## config.mk

```make
export PLATFORM = sky130hd
export DESIGN_NAME = nfc_config
export DESIGN_NICKNAME = d
export VERILOG_FILES = /design/src/hw/nfc_pkg.sv /design/src/hw/nfc_config.sv
export SDC_FILE = /design/constraint.sdc
export NUM_CORES = 1
export LEC_CHECK = 0
export ABC_AREA = 1
export BUFFER_PORTS_ARGS = -buffer_cell sky130_fd_sc_hd__buf_2
export CELL_PAD_IN_SITES_DETAIL_PLACEMENT = 0
export CELL_PAD_IN_SITES_GLOBAL_PLACEMENT = 1
export CORE_ASPECT_RATIO = 0.8
export CORE_MARGIN = 3
export CORE_UTILIZATION = 34
export CTS_CLUSTER_SIZE = 28
export DETAILED_ROUTE_END_ITERATION = 12
export PLACE_DENSITY = 0.88
export REMOVE_ABC_BUFFERS = 1
export SLEW_MARGIN = 40
export SYNTH_ARGS = -nofsm -noshare
export SYNTH_HDL_FRONTEND = slang
export SYNTH_SLANG_ARGS = --single-unit
```

## constraint.sdc

```tcl
create_clock -name mclk -period 4.45 [get_ports mclk]
set_input_delay 0.89 -clock mclk [delete_from_list [all_inputs] [get_ports mclk]]
set_output_delay 0.89 -clock mclk [all_outputs]
set_load 0.1 [all_outputs]
```

## src/hw/nfc_pkg.sv

```systemverilog
// package of register map, field layout and types for the flash controller configuration
package nfc_pkg;
  // register offsets (byte addresses)
  localparam logic [7:0]  NFC_OFS_CONTROL_B  = 8'h04;
  localparam logic [7:0]  NFC_OFS_GEOMETRY   = 8'h08;
  // control-b field positions
  localparam int          NFC_POS_CACHE_OFF  = 18;
  localparam int          NFC_POS_POLICY     = 16;
  localparam int          NFC_POS_SLEEP_PRM  = 8;
  localparam int          NFC_POS_EXPLICIT_W = 7;
  localparam int          NFC_POS_WAIT_CNT   = 1;
  // geometry field positions
  localparam int          NFC_POS_PAGE_SIZE  = 16;
  localparam int          NFC_POS_PAGE_COUNT = 0;
  // reset value of control-b
  localparam logic [31:0] NFC_CONTROL_B_RST  = 32'h0000_0080;
  // device variant geometry: page size code 0x0 = 8 bytes .. 0x7 = 1024 bytes
  localparam logic [2:0]  NFC_PAGE_SIZE_CODE = 3'h3;
  localparam logic [15:0] NFC_PAGE_COUNT     = 16'h0100;
  // miss policy codes
  typedef enum logic [1:0] {
    NFC_POLICY_FAST   = 2'h0,  // no added wait on miss
    NFC_POLICY_LOWPWR = 2'h1,  // one extra wait on every miss
    NFC_POLICY_DETERM = 2'h2,  // hit and miss take the same time
    NFC_POLICY_RSVD   = 2'h3   // reserved, handled like fast
  } nfc_policy_t;
  // sleep power reduction codes
  typedef enum logic [1:0] {
    NFC_SLP_WAKE_FETCH = 2'h0,  // wake_on_first_fetch
    NFC_SLP_WAKE_SYS   = 2'h1,  // wake_with_system
    NFC_SLP_RSVD       = 2'h2,  // reserved, handled like off
    NFC_SLP_OFF        = 2'h3   // no automatic power reduction
  } nfc_sleep_t;
  // control-b fields as stored
  typedef struct packed {
    logic        cache_off;
    nfc_policy_t miss_policy;
    nfc_sleep_t  sleep_power_reduction;
    logic        explicit_write;
    logic [3:0]  read_wait_count;
  } nfc_ctrl_t;
  // peripheral bus request
  typedef struct packed {
    logic        psel;
    logic        penable;
    logic        pwrite;
    logic [7:0]  paddr;
    logic [31:0] pwdata;
  } nfc_apb_req_t;
  // fetch request from the core side
  typedef struct packed {
    logic valid;  // held until ready
    logic hit;    // cache tag lookup result
  } nfc_fetch_t;
  // page buffer write event
  typedef struct packed {
    logic        write;      // one-cycle pulse per word written
    logic        last_word;  // this write hits the final word of the buffer
    logic        aux_row;    // target is an auxiliary row
    logic [21:0] page_addr;  // address of this write
  } nfc_pbuf_t;
endpackage : nfc_pkg

```

## src/hw/nfc_config.sv

```systemverilog
// configuration logic of the flash controller: control-b, geometry, waits, sleep, auto write
//
// Contract
// - cache_off set disables cache, clear enables
// - policy 0x0: no wait added on miss
// - policy 0x1: one extra wait per miss
// - policy 0x2: hit equals miss, wait count
// - sleep code 0x0: wake at first access
// - sleep code 0x1: wake when sleep ends
// - sleep code 0x3: no power reduction; 0x2 reserved
// - explicit_write 0: last word starts page write
// - explicit_write 1: only commands start writes
// - control-b resets to 0x00000080
// - wait states equal field bits 4:1
// - wait field resets to zero
// - geometry read-only: size code, page count
// - size code powers of two, 8..1024
// - page count gives main array pages
module nfc_config
  import nfc_pkg::*;
(
  // clock and reset
  input  wire logic                   mclk,
  input  wire logic                   reset,
  // peripheral register bus
  input  wire nfc_pkg::nfc_apb_req_t  apb_req,
  output logic [31:0]                 prdata,
  output logic                        pready,
  output logic                        pslverr,
  // core fetch path
  input  wire nfc_pkg::nfc_fetch_t    fetch,
  output logic                        fetch_ready,
  output logic                        cache_enable,
  // power management
  input  wire logic                   sys_sleep,
  output logic                        flash_lowpower,
  // page buffer and write engine
  input  wire nfc_pkg::nfc_pbuf_t     pbuf,
  output logic                        page_write_start,
  output logic [21:0]                 page_write_addr,
  output logic                        page_write_aux
);
  import nfc_pkg::*;

  typedef enum {NFC_ST_IDLE, NFC_ST_WAIT} nfc_state_t;

  nfc_ctrl_t   ctrl_reg,  ctrl_next;    // control-b fields
  logic [31:0] rdata_reg, rdata_next;   // read data latched in setup
  logic        err_reg,   err_next;     // unmapped access answer
  nfc_state_t  state_reg, state_next;   // fetch wait state
  logic [4:0]  cnt_reg,   cnt_next;     // remaining wait cycles
  logic        lp_reg,    lp_next;      // flash in low-power state
  logic        slp_q_reg, slp_q_next;   // sleep delayed, for edge
  logic        wst_reg,   wst_next;     // page write start pulse
  logic [21:0] wadr_reg,  wadr_next;    // page addressed by last write
  logic        waux_reg,  waux_next;    // last write aimed at aux row
  logic [4:0]  waits;                   // waits for the current fetch
  logic        setup, access, hit_ctl, hit_geo;

  // bus decode
  always_comb begin
    setup   = apb_req.psel && !apb_req.penable;
    access  = apb_req.psel && apb_req.penable;
    hit_ctl = (apb_req.paddr == NFC_OFS_CONTROL_B);
    hit_geo = (apb_req.paddr == NFC_OFS_GEOMETRY);
  end

  // register file next state
  always_comb begin
    ctrl_next  = ctrl_reg;
    rdata_next = rdata_reg;
    err_next   = err_reg;
    if (setup) begin
      // read data and error answer prepared for the access phase
      err_next   = !(hit_ctl || hit_geo);
      rdata_next = 32'h0;
      if (hit_ctl) begin
        rdata_next[NFC_POS_CACHE_OFF]                   = ctrl_reg.cache_off;
        rdata_next[NFC_POS_POLICY +: 2]                 = ctrl_reg.miss_policy;
        rdata_next[NFC_POS_SLEEP_PRM +: 2]              = ctrl_reg.sleep_power_reduction;
        rdata_next[NFC_POS_EXPLICIT_W]                  = ctrl_reg.explicit_write;
        rdata_next[NFC_POS_WAIT_CNT +: 4]               = ctrl_reg.read_wait_count;
      end else if (hit_geo) begin
        // geometry is fixed; writes to it are ignored
        rdata_next[NFC_POS_PAGE_SIZE +: 3]  = NFC_PAGE_SIZE_CODE;
        rdata_next[NFC_POS_PAGE_COUNT +: 16] = NFC_PAGE_COUNT;
      end
    end
    if (access && apb_req.pwrite && hit_ctl) begin
      // all fields store as written, reserved codes included
      ctrl_next.cache_off             = apb_req.pwdata[NFC_POS_CACHE_OFF];
      ctrl_next.miss_policy           = nfc_policy_t'(apb_req.pwdata[NFC_POS_POLICY +: 2]);
      ctrl_next.sleep_power_reduction = nfc_sleep_t'(apb_req.pwdata[NFC_POS_SLEEP_PRM +: 2]);
      ctrl_next.explicit_write        = apb_req.pwdata[NFC_POS_EXPLICIT_W];
      ctrl_next.read_wait_count       = apb_req.pwdata[NFC_POS_WAIT_CNT +: 4];
    end
  end

  // register file flops
  always_ff @(posedge mclk or posedge reset) begin
    if (reset) begin
      ctrl_reg  <= nfc_ctrl_t'({NFC_CONTROL_B_RST[NFC_POS_CACHE_OFF],
                                NFC_CONTROL_B_RST[NFC_POS_POLICY +: 2],
                                NFC_CONTROL_B_RST[NFC_POS_SLEEP_PRM +: 2],
                                NFC_CONTROL_B_RST[NFC_POS_EXPLICIT_W],
                                NFC_CONTROL_B_RST[NFC_POS_WAIT_CNT +: 4]});
      rdata_reg <= 32'h0;
      err_reg   <= 1'b0;
    end else begin
      ctrl_reg  <= ctrl_next;
      rdata_reg <= rdata_next;
      err_reg   <= err_next;
    end
  end

  // bus answer: no wait states, error only in access phase
  always_comb begin
    pready  = 1'b1;
    pslverr = access && err_reg;
    prdata  = rdata_reg;
  end

  // wait cycles for a fetch from policy, hit and wait count
  always_comb begin
    waits = {1'b0, ctrl_reg.read_wait_count};
    if (ctrl_reg.cache_off) begin
      waits = {1'b0, ctrl_reg.read_wait_count};
    end else begin
      unique case (ctrl_reg.miss_policy)
        NFC_POLICY_FAST, NFC_POLICY_RSVD: begin
          waits = fetch.hit ? 5'h00 : {1'b0, ctrl_reg.read_wait_count};
        end
        NFC_POLICY_LOWPWR: begin
          waits = fetch.hit ? 5'h00 : 5'({1'b0, ctrl_reg.read_wait_count} + 5'h01);
        end
        NFC_POLICY_DETERM: begin
          waits = {1'b0, ctrl_reg.read_wait_count};
        end
      endcase
    end
  end

  // fetch wait sequencer; a fetch waits in idle while the flash is in low power
  always_comb begin
    state_next  = state_reg;
    cnt_next    = cnt_reg;
    fetch_ready = 1'b0;
    unique case (state_reg)
      NFC_ST_IDLE: begin
        if (fetch.valid && !lp_reg) begin
          if (waits == 5'h00) begin
            fetch_ready = 1'b1;
          end else begin
            state_next = NFC_ST_WAIT;
            cnt_next   = 5'(waits - 5'h01);
          end
        end
      end
      NFC_ST_WAIT: begin
        if (cnt_reg == 5'h00) begin
          fetch_ready = 1'b1;
          state_next  = NFC_ST_IDLE;
        end else begin
          cnt_next = 5'(cnt_reg - 5'h01);
        end
      end
    endcase
  end

  // sleep power reduction next state
  always_comb begin
    slp_q_next = sys_sleep;
    lp_next    = lp_reg;
    unique case (ctrl_reg.sleep_power_reduction)
      NFC_SLP_WAKE_FETCH: begin
        if (sys_sleep && !slp_q_reg) lp_next = 1'b1;
        else if (fetch.valid)        lp_next = 1'b0;
      end
      NFC_SLP_WAKE_SYS: begin
        lp_next = sys_sleep;
      end
      NFC_SLP_RSVD, NFC_SLP_OFF: begin
        lp_next = 1'b0;
      end
    endcase
  end

  // automatic page write next state
  always_comb begin
    wst_next  = pbuf.write && pbuf.last_word && !ctrl_reg.explicit_write;
    wadr_next = pbuf.write ? pbuf.page_addr : wadr_reg;
    waux_next = pbuf.write ? pbuf.aux_row : waux_reg;
  end

  // sequencer, sleep and write flops
  always_ff @(posedge mclk or posedge reset) begin
    if (reset) begin
      state_reg <= NFC_ST_IDLE;
      cnt_reg   <= 5'h00;
      lp_reg    <= 1'b0;
      slp_q_reg <= 1'b0;
      wst_reg   <= 1'b0;
      wadr_reg  <= 22'h0;
      waux_reg  <= 1'b0;
    end else begin
      state_reg <= state_next;
      cnt_reg   <= cnt_next;
      lp_reg    <= lp_next;
      slp_q_reg <= slp_q_next;
      wst_reg   <= wst_next;
      wadr_reg  <= wadr_next;
      waux_reg  <= waux_next;
    end
  end

  // outputs
  always_comb begin
    cache_enable     = !ctrl_reg.cache_off;
    flash_lowpower   = lp_reg;
    page_write_start = wst_reg;
    page_write_addr  = wadr_reg;
    page_write_aux   = waux_reg;
  end
endmodule : nfc_config

```

# Word-level counts from Yosys, hierarchy flattened
# Index checks and enable logic that the tools add are counted.
[totals]
out_inout_bits = 61
in_bits = 73
wordCells = 82
reg_bits = 93
[classes]
addsub = 3
n_eq_ne = 14
reduce_logical = 25
n_mux = 26
[ops]
columns = ["operator", "count"]
rows = [
  ["32-bit two-way mux", 3],
  ["32-bit one-hot mux with 2 select lines", 1],
  ["32-bit by 1-bit equality test with 1-bit output, second input constant", 1],
  ["32-bit logical NOT", 1],
  ["5-bit two-way mux", 5],
  ["18-bit two-way mux", 1],
  ["5-bit one-hot mux with 3 select lines", 1],
  ["5-bit logical NOT", 2],
  ["5-bit one-hot mux with 2 select lines", 1],
  ["5-bit by 1-bit subtractor with 5-bit output, second input constant", 2],
  ["1-bit logical AND", 9],
  ["2-bit equality test, second input constant", 4],
  ["8-bit by 3-bit equality test with 1-bit output, second input constant", 1],
  ["8-bit by 4-bit equality test with 1-bit output, second input constant", 1],
  ["4-bit two-way mux", 2],
  ["2-bit inequality test, second input constant", 4],
  ["1-bit logical NOT", 6],
  ["1-bit two-way mux", 6],
  ["3-bit two-way mux", 2],
  ["6-bit two-way mux", 1],
  ["3-bit AND reduction", 2],
  ["4-bit by 1-bit adder with 5-bit output, second input constant", 1],
  ["2-bit by 1-bit equality test with 1-bit output, second input constant", 2],
  ["2-bit logical NOT", 2],
  ["6 further kinds", 7],
]

# Logic depth before layout (Yosys ltp)
[logic_depth]
ltp_word = 8
ltp_mapped = 16
mapped_depth_nobuf = 16

# Least setup slack after synthesis
# No wires, ideal clock.
[synth_timing]
path_type = "input port to output port"
start = "in apb_req[41] (netlist bit)"
end = "out pslverr"
required_ns = 3.560
slack_ns = 1.372
t_arrival_ns = 2.188
cell_stages = 2
n_path_buf = 0
path_cell_list = "nand2_1 -> nor2_1"
[synth_via]
elab_chain_cells = 2
[synth_lines]
columns = ["element", "line", "text"]
rows = [
  ["from (decl)", "nfc_config.sv:26", "input wire nfc_pkg::nfc_apb_req_t apb_req,"],
  ["1-bit logical AND", "nfc_config.sv:63", "access = apb_req.psel && apb_req.penable;"],
  ["1-bit logical AND", "nfc_config.sv:119", "pslverr = access && err_reg;"],
  ["to (decl)", "nfc_config.sv:29", "output logic pslverr,"],
]
# No other way between the ends.

# Final worst setup path
[layout_timing]
start = "reg ctrl_reg[7] (netlist bit)"
end = "out fetch_ready"
[layout_via]
elab_chain_cells = 8
elab_cells_between_ends = 11
cone_classes = "eq/ne (3); mux (5); reduce/logical (3)"
[layout_lines]
columns = ["element", "line", "text"]
rows = [
  ["from (decl)", "nfc_config.sv:47", "nfc_ctrl_t ctrl_reg, ctrl_next;"],
  ["from (signal assigned)", "nfc_config.sv:102", "ctrl_reg <= nfc_ctrl_t'({NFC_CONTROL_B_RST[NFC_POS_CACHE_OFF],"],
  ["from (signal assigned)", "nfc_config.sv:110", "ctrl_reg <= ctrl_next;"],
  ["2-bit equality test or 2-bit logical NOT (tied branches)", "nfc_config.sv:129", "unique case (ctrl_reg.miss_policy)"],
  ["2-bit OR reduction", "nfc_config.sv:129", ""],
  ["5-bit one-hot mux with 3 select lines *", "nfc_config.sv:129", ""],
  ["5-bit two-way mux *", "nfc_config.sv:126", "if (ctrl_reg.cache_off) begin"],
  ["5-bit logical NOT *", "nfc_config.sv:151", "if (waits == 5'h00) begin"],
  ["1-bit two-way mux *", "nfc_config.sv:151", ""],
  ["1-bit two-way mux *", "nfc_config.sv:150", "if (fetch.valid && !lp_reg) begin"],
  ["1-bit one-hot mux with 2 select lines *", "nfc_config.sv:148", "unique case (state_reg)"],
  ["to (decl)", "nfc_config.sv:32", "output logic fetch_ready,"],
]
# Every way passes the cells marked *; elsewhere a longest branch is shown, timed or not.

==> results.cfg <==
[critical_path]
reg2reg_from = ctrl_reg[7]
cp_top_family = simple AND/OR/NAND/NOR gates
cp_slowest_cell = buf_2
arrival_ns = 2.41
crit_type = reg2out
slowest_delay_ns = 0.43
rr_worst_depth = 15
cp.required_ns = 3.56
r2r_slack_ns = 2.22
crit_cells = 10
startpoint_type = flop
r2r-end = cnt_reg[4]
crit_buf_inv = 2
cp_max_fo = 6
critPathCaptureType = output port
crit_chain = inv_1, ha_1, nor2_4, nand2_1, nand3_1, nand3_2, nor2_2, nand3_1, nand2_1, buf_2

[routing]
ant_nets = 0
routed.top_layer = met4
drc = 0
viasPerCell = 4.23
routed-wl-met3_um = 353
drt_pre_antenna_iters = 4
wl_met1_mm = 3.09
vias = 2306
route.met2.wl_mm = 2.82
wl_mm = 6.28
dr.first_iter.drc_count = 109
wire_per_inst_um = 11.5

[timing]
fmax_mhz = 303
hold_slack_ns = 0.467
rsz0062_at_grt = no
tightest_slew_ns = 0.662
skew_ns = 0.00993
fin_crit_ns = 3.30
relSlewSlack_pct = 55.8
min_period_over_period_pct = 74.1
fin_ws_ns = 1.15
maxSlewViolCount = 0
setup_viol = 0
hold_viol_final = 0
setup_tns_ns = 0

[die]
io_pins = 134
fp.dieH_um = 86.4
start_util_pct = 36.0
dieArea_mm2 = 0.00920
die_w_um = 107
core.rowCount = 28
coreArea_mm2 = 0.00764

[placement]
place_ws_ns = 1.38
gp_congestion = 0.843
io_buffers = 88
placed_area_mm2 = 0.00319
dpl.hpwl_mm = 4.91

[synth]
yosysSeqAreaShare_pct = 48.3
async_reset_ff_share_pct = 100
yosysTopAreaCellShare_pct = 47.4
syn_avg_cell_area_um2 = 7.81
ys_seq_elements = 53
synth_warnings = 0
synth_cell_types = 33
synth_edf_count = 0
synth_area_leaders = dfrtp_1, nand2_1, buf_4
synthCells = 352
syn_area_mm2 = 0.00275
yosysTopAreaCell = dfrtp_1
synth_flop_cell = dfrtp_1

[cts]
cts-root-buf = clkbuf_8
clkLatencyLatePin_ns = 0.30
cts_setup_buffers = 0
cts.clk_slew.worst_paths_ns = 0.09
numCtsBuffers = 5
postCtsHoldBufs = 0
cts-htree-levels = 2
clock_path_buffers = 2
clock-sinks = 53
cts_resized = 0
cts_tree = yes

[status]
status = finished, final reports clean

[power_and_ir_drop]
power_density_mw_per_mm2 = 427
p_leak_uw = 0.00192
vdd_drop_max_uv = 193

[final_layout]
postLayoutCoreUtil_pct = 43.3
area_delta_synth_final_pct = 20.3
nets = 516
layout-drive-gt1-share_pct = 26.8
diodes = 0
largest_reg_flops = 22
final.fill_count = 788
fin_area_mm2 = 0.00331

[hold_path]
hp-class = in2async

[global_route]
grt_use_total_pct = 14.3
grt.overflow.total = 0
grt_first_pass_wirelength_mm = 10.7
grt_pass1_vias = 2202
antenna_found_initial = 0
grt_max_degree = 47

[flow_run]
cap_violations = 0
-- cell families (layout without fill, tap and decap cells) --
| family | count (synthesis) | after routing | share of synthesized area [%] |
|---|---|---|---|
| adders and majority gates | 4 | 4 | 1.82 |
| xor gates and xnor gates | 1 | 1 | 0.319 |
| buffers and inverters | 71 | 138 | 13.2 |
| and+or+nand+nor | 191 | 191 | 29.8 |
| DFF | 53 | 53 | 48.3 |
| other | 2 | 23 | 0.273 |
| AOI/OAI and AO/OA | 30 | 30 | 6.28 |
-- Yosys cell counts, types with 3 or more instances --
cell type    n
dfrtp_1     52
nor2_2       3
nand2_2      3
clkbuf_1     5
nand3_1     21
nand2_1    137
o31ai_1      3
inv_1       37
o21ai_1     11
buf_4       23
a21oi_1      6
o21ai_0      6
ha_1         4
nand4_1      3
nand3_2      3
nor2_1      13
-- layout by cell type (no fill, tap or decap), types with 2 or more instances in the layout --
cell type and instances:
nor2_2 3, o21ai_2 2, buf_2 88, a21oi_1 6, nor2_1 13, clkbuf_8 7, nand3_1 21, nand4_1 3
nand2_1 137, dfrtp_1 52, conb_1 23, o31ai_1 3, inv_2 3, o21ai_1 11, nand3_2 3, nor4_1 2
ha_1 4, nand2_2 3, nand2_4 2, inv_1 36, o21ai_0 6
-- how the worst max path moves through the flow --
stage             endpoint        start  slack, ns
6_report       fetch_ready  ctrl_reg[7]       1.15
5_1_grt        fetch_ready  ctrl_reg[7]       0.96
3_5_place_dp   fetch_ready     fetch[0]       1.38
2_1_floorplan      pslverr  apb_req[41]       1.37
4_1_cts        fetch_ready  ctrl_reg[7]       1.15
3_3_place_gp   fetch_ready     fetch[0]       1.39
-- per-layer routing --
metal	global-route usage, %	up-vias
met5	0	-
met4	2.90	0
met3	2.31	2
met2	22.8	69
met1	20.7	1022
li1	-	1213
-- final cells by class --
class                      count  area (um2)  share of cell area (%)
tap                          105         131                    3.97
sequential                    53        1330                    40.2
clock inverter                 1        5.00                   0.151
inverter                      40         150                    4.54
multi-input combinational    249        1140                    34.4
clock buffer                   7        96.3                    2.91
timing repair buffer          90         459                    13.9
-- power breakdown --
part / switching [uW] / internal [uW]
clock network: 148 / 141
logic: 438 / 112
registers: 35.4 / 535
total: 622 / 788
-- stage by stage --
stage | total power (uW) | instances
6_report | 1410 | 545
5_1_grt | 1500 | 545
4_1_cts | 1430 | 544
3_5_place_dp | 1140 | 536
3_3_place_gp | 1130 | 536
2_1_floorplan | 1030 | 342
No activity file was read; power rests on OpenSTA's default activity.
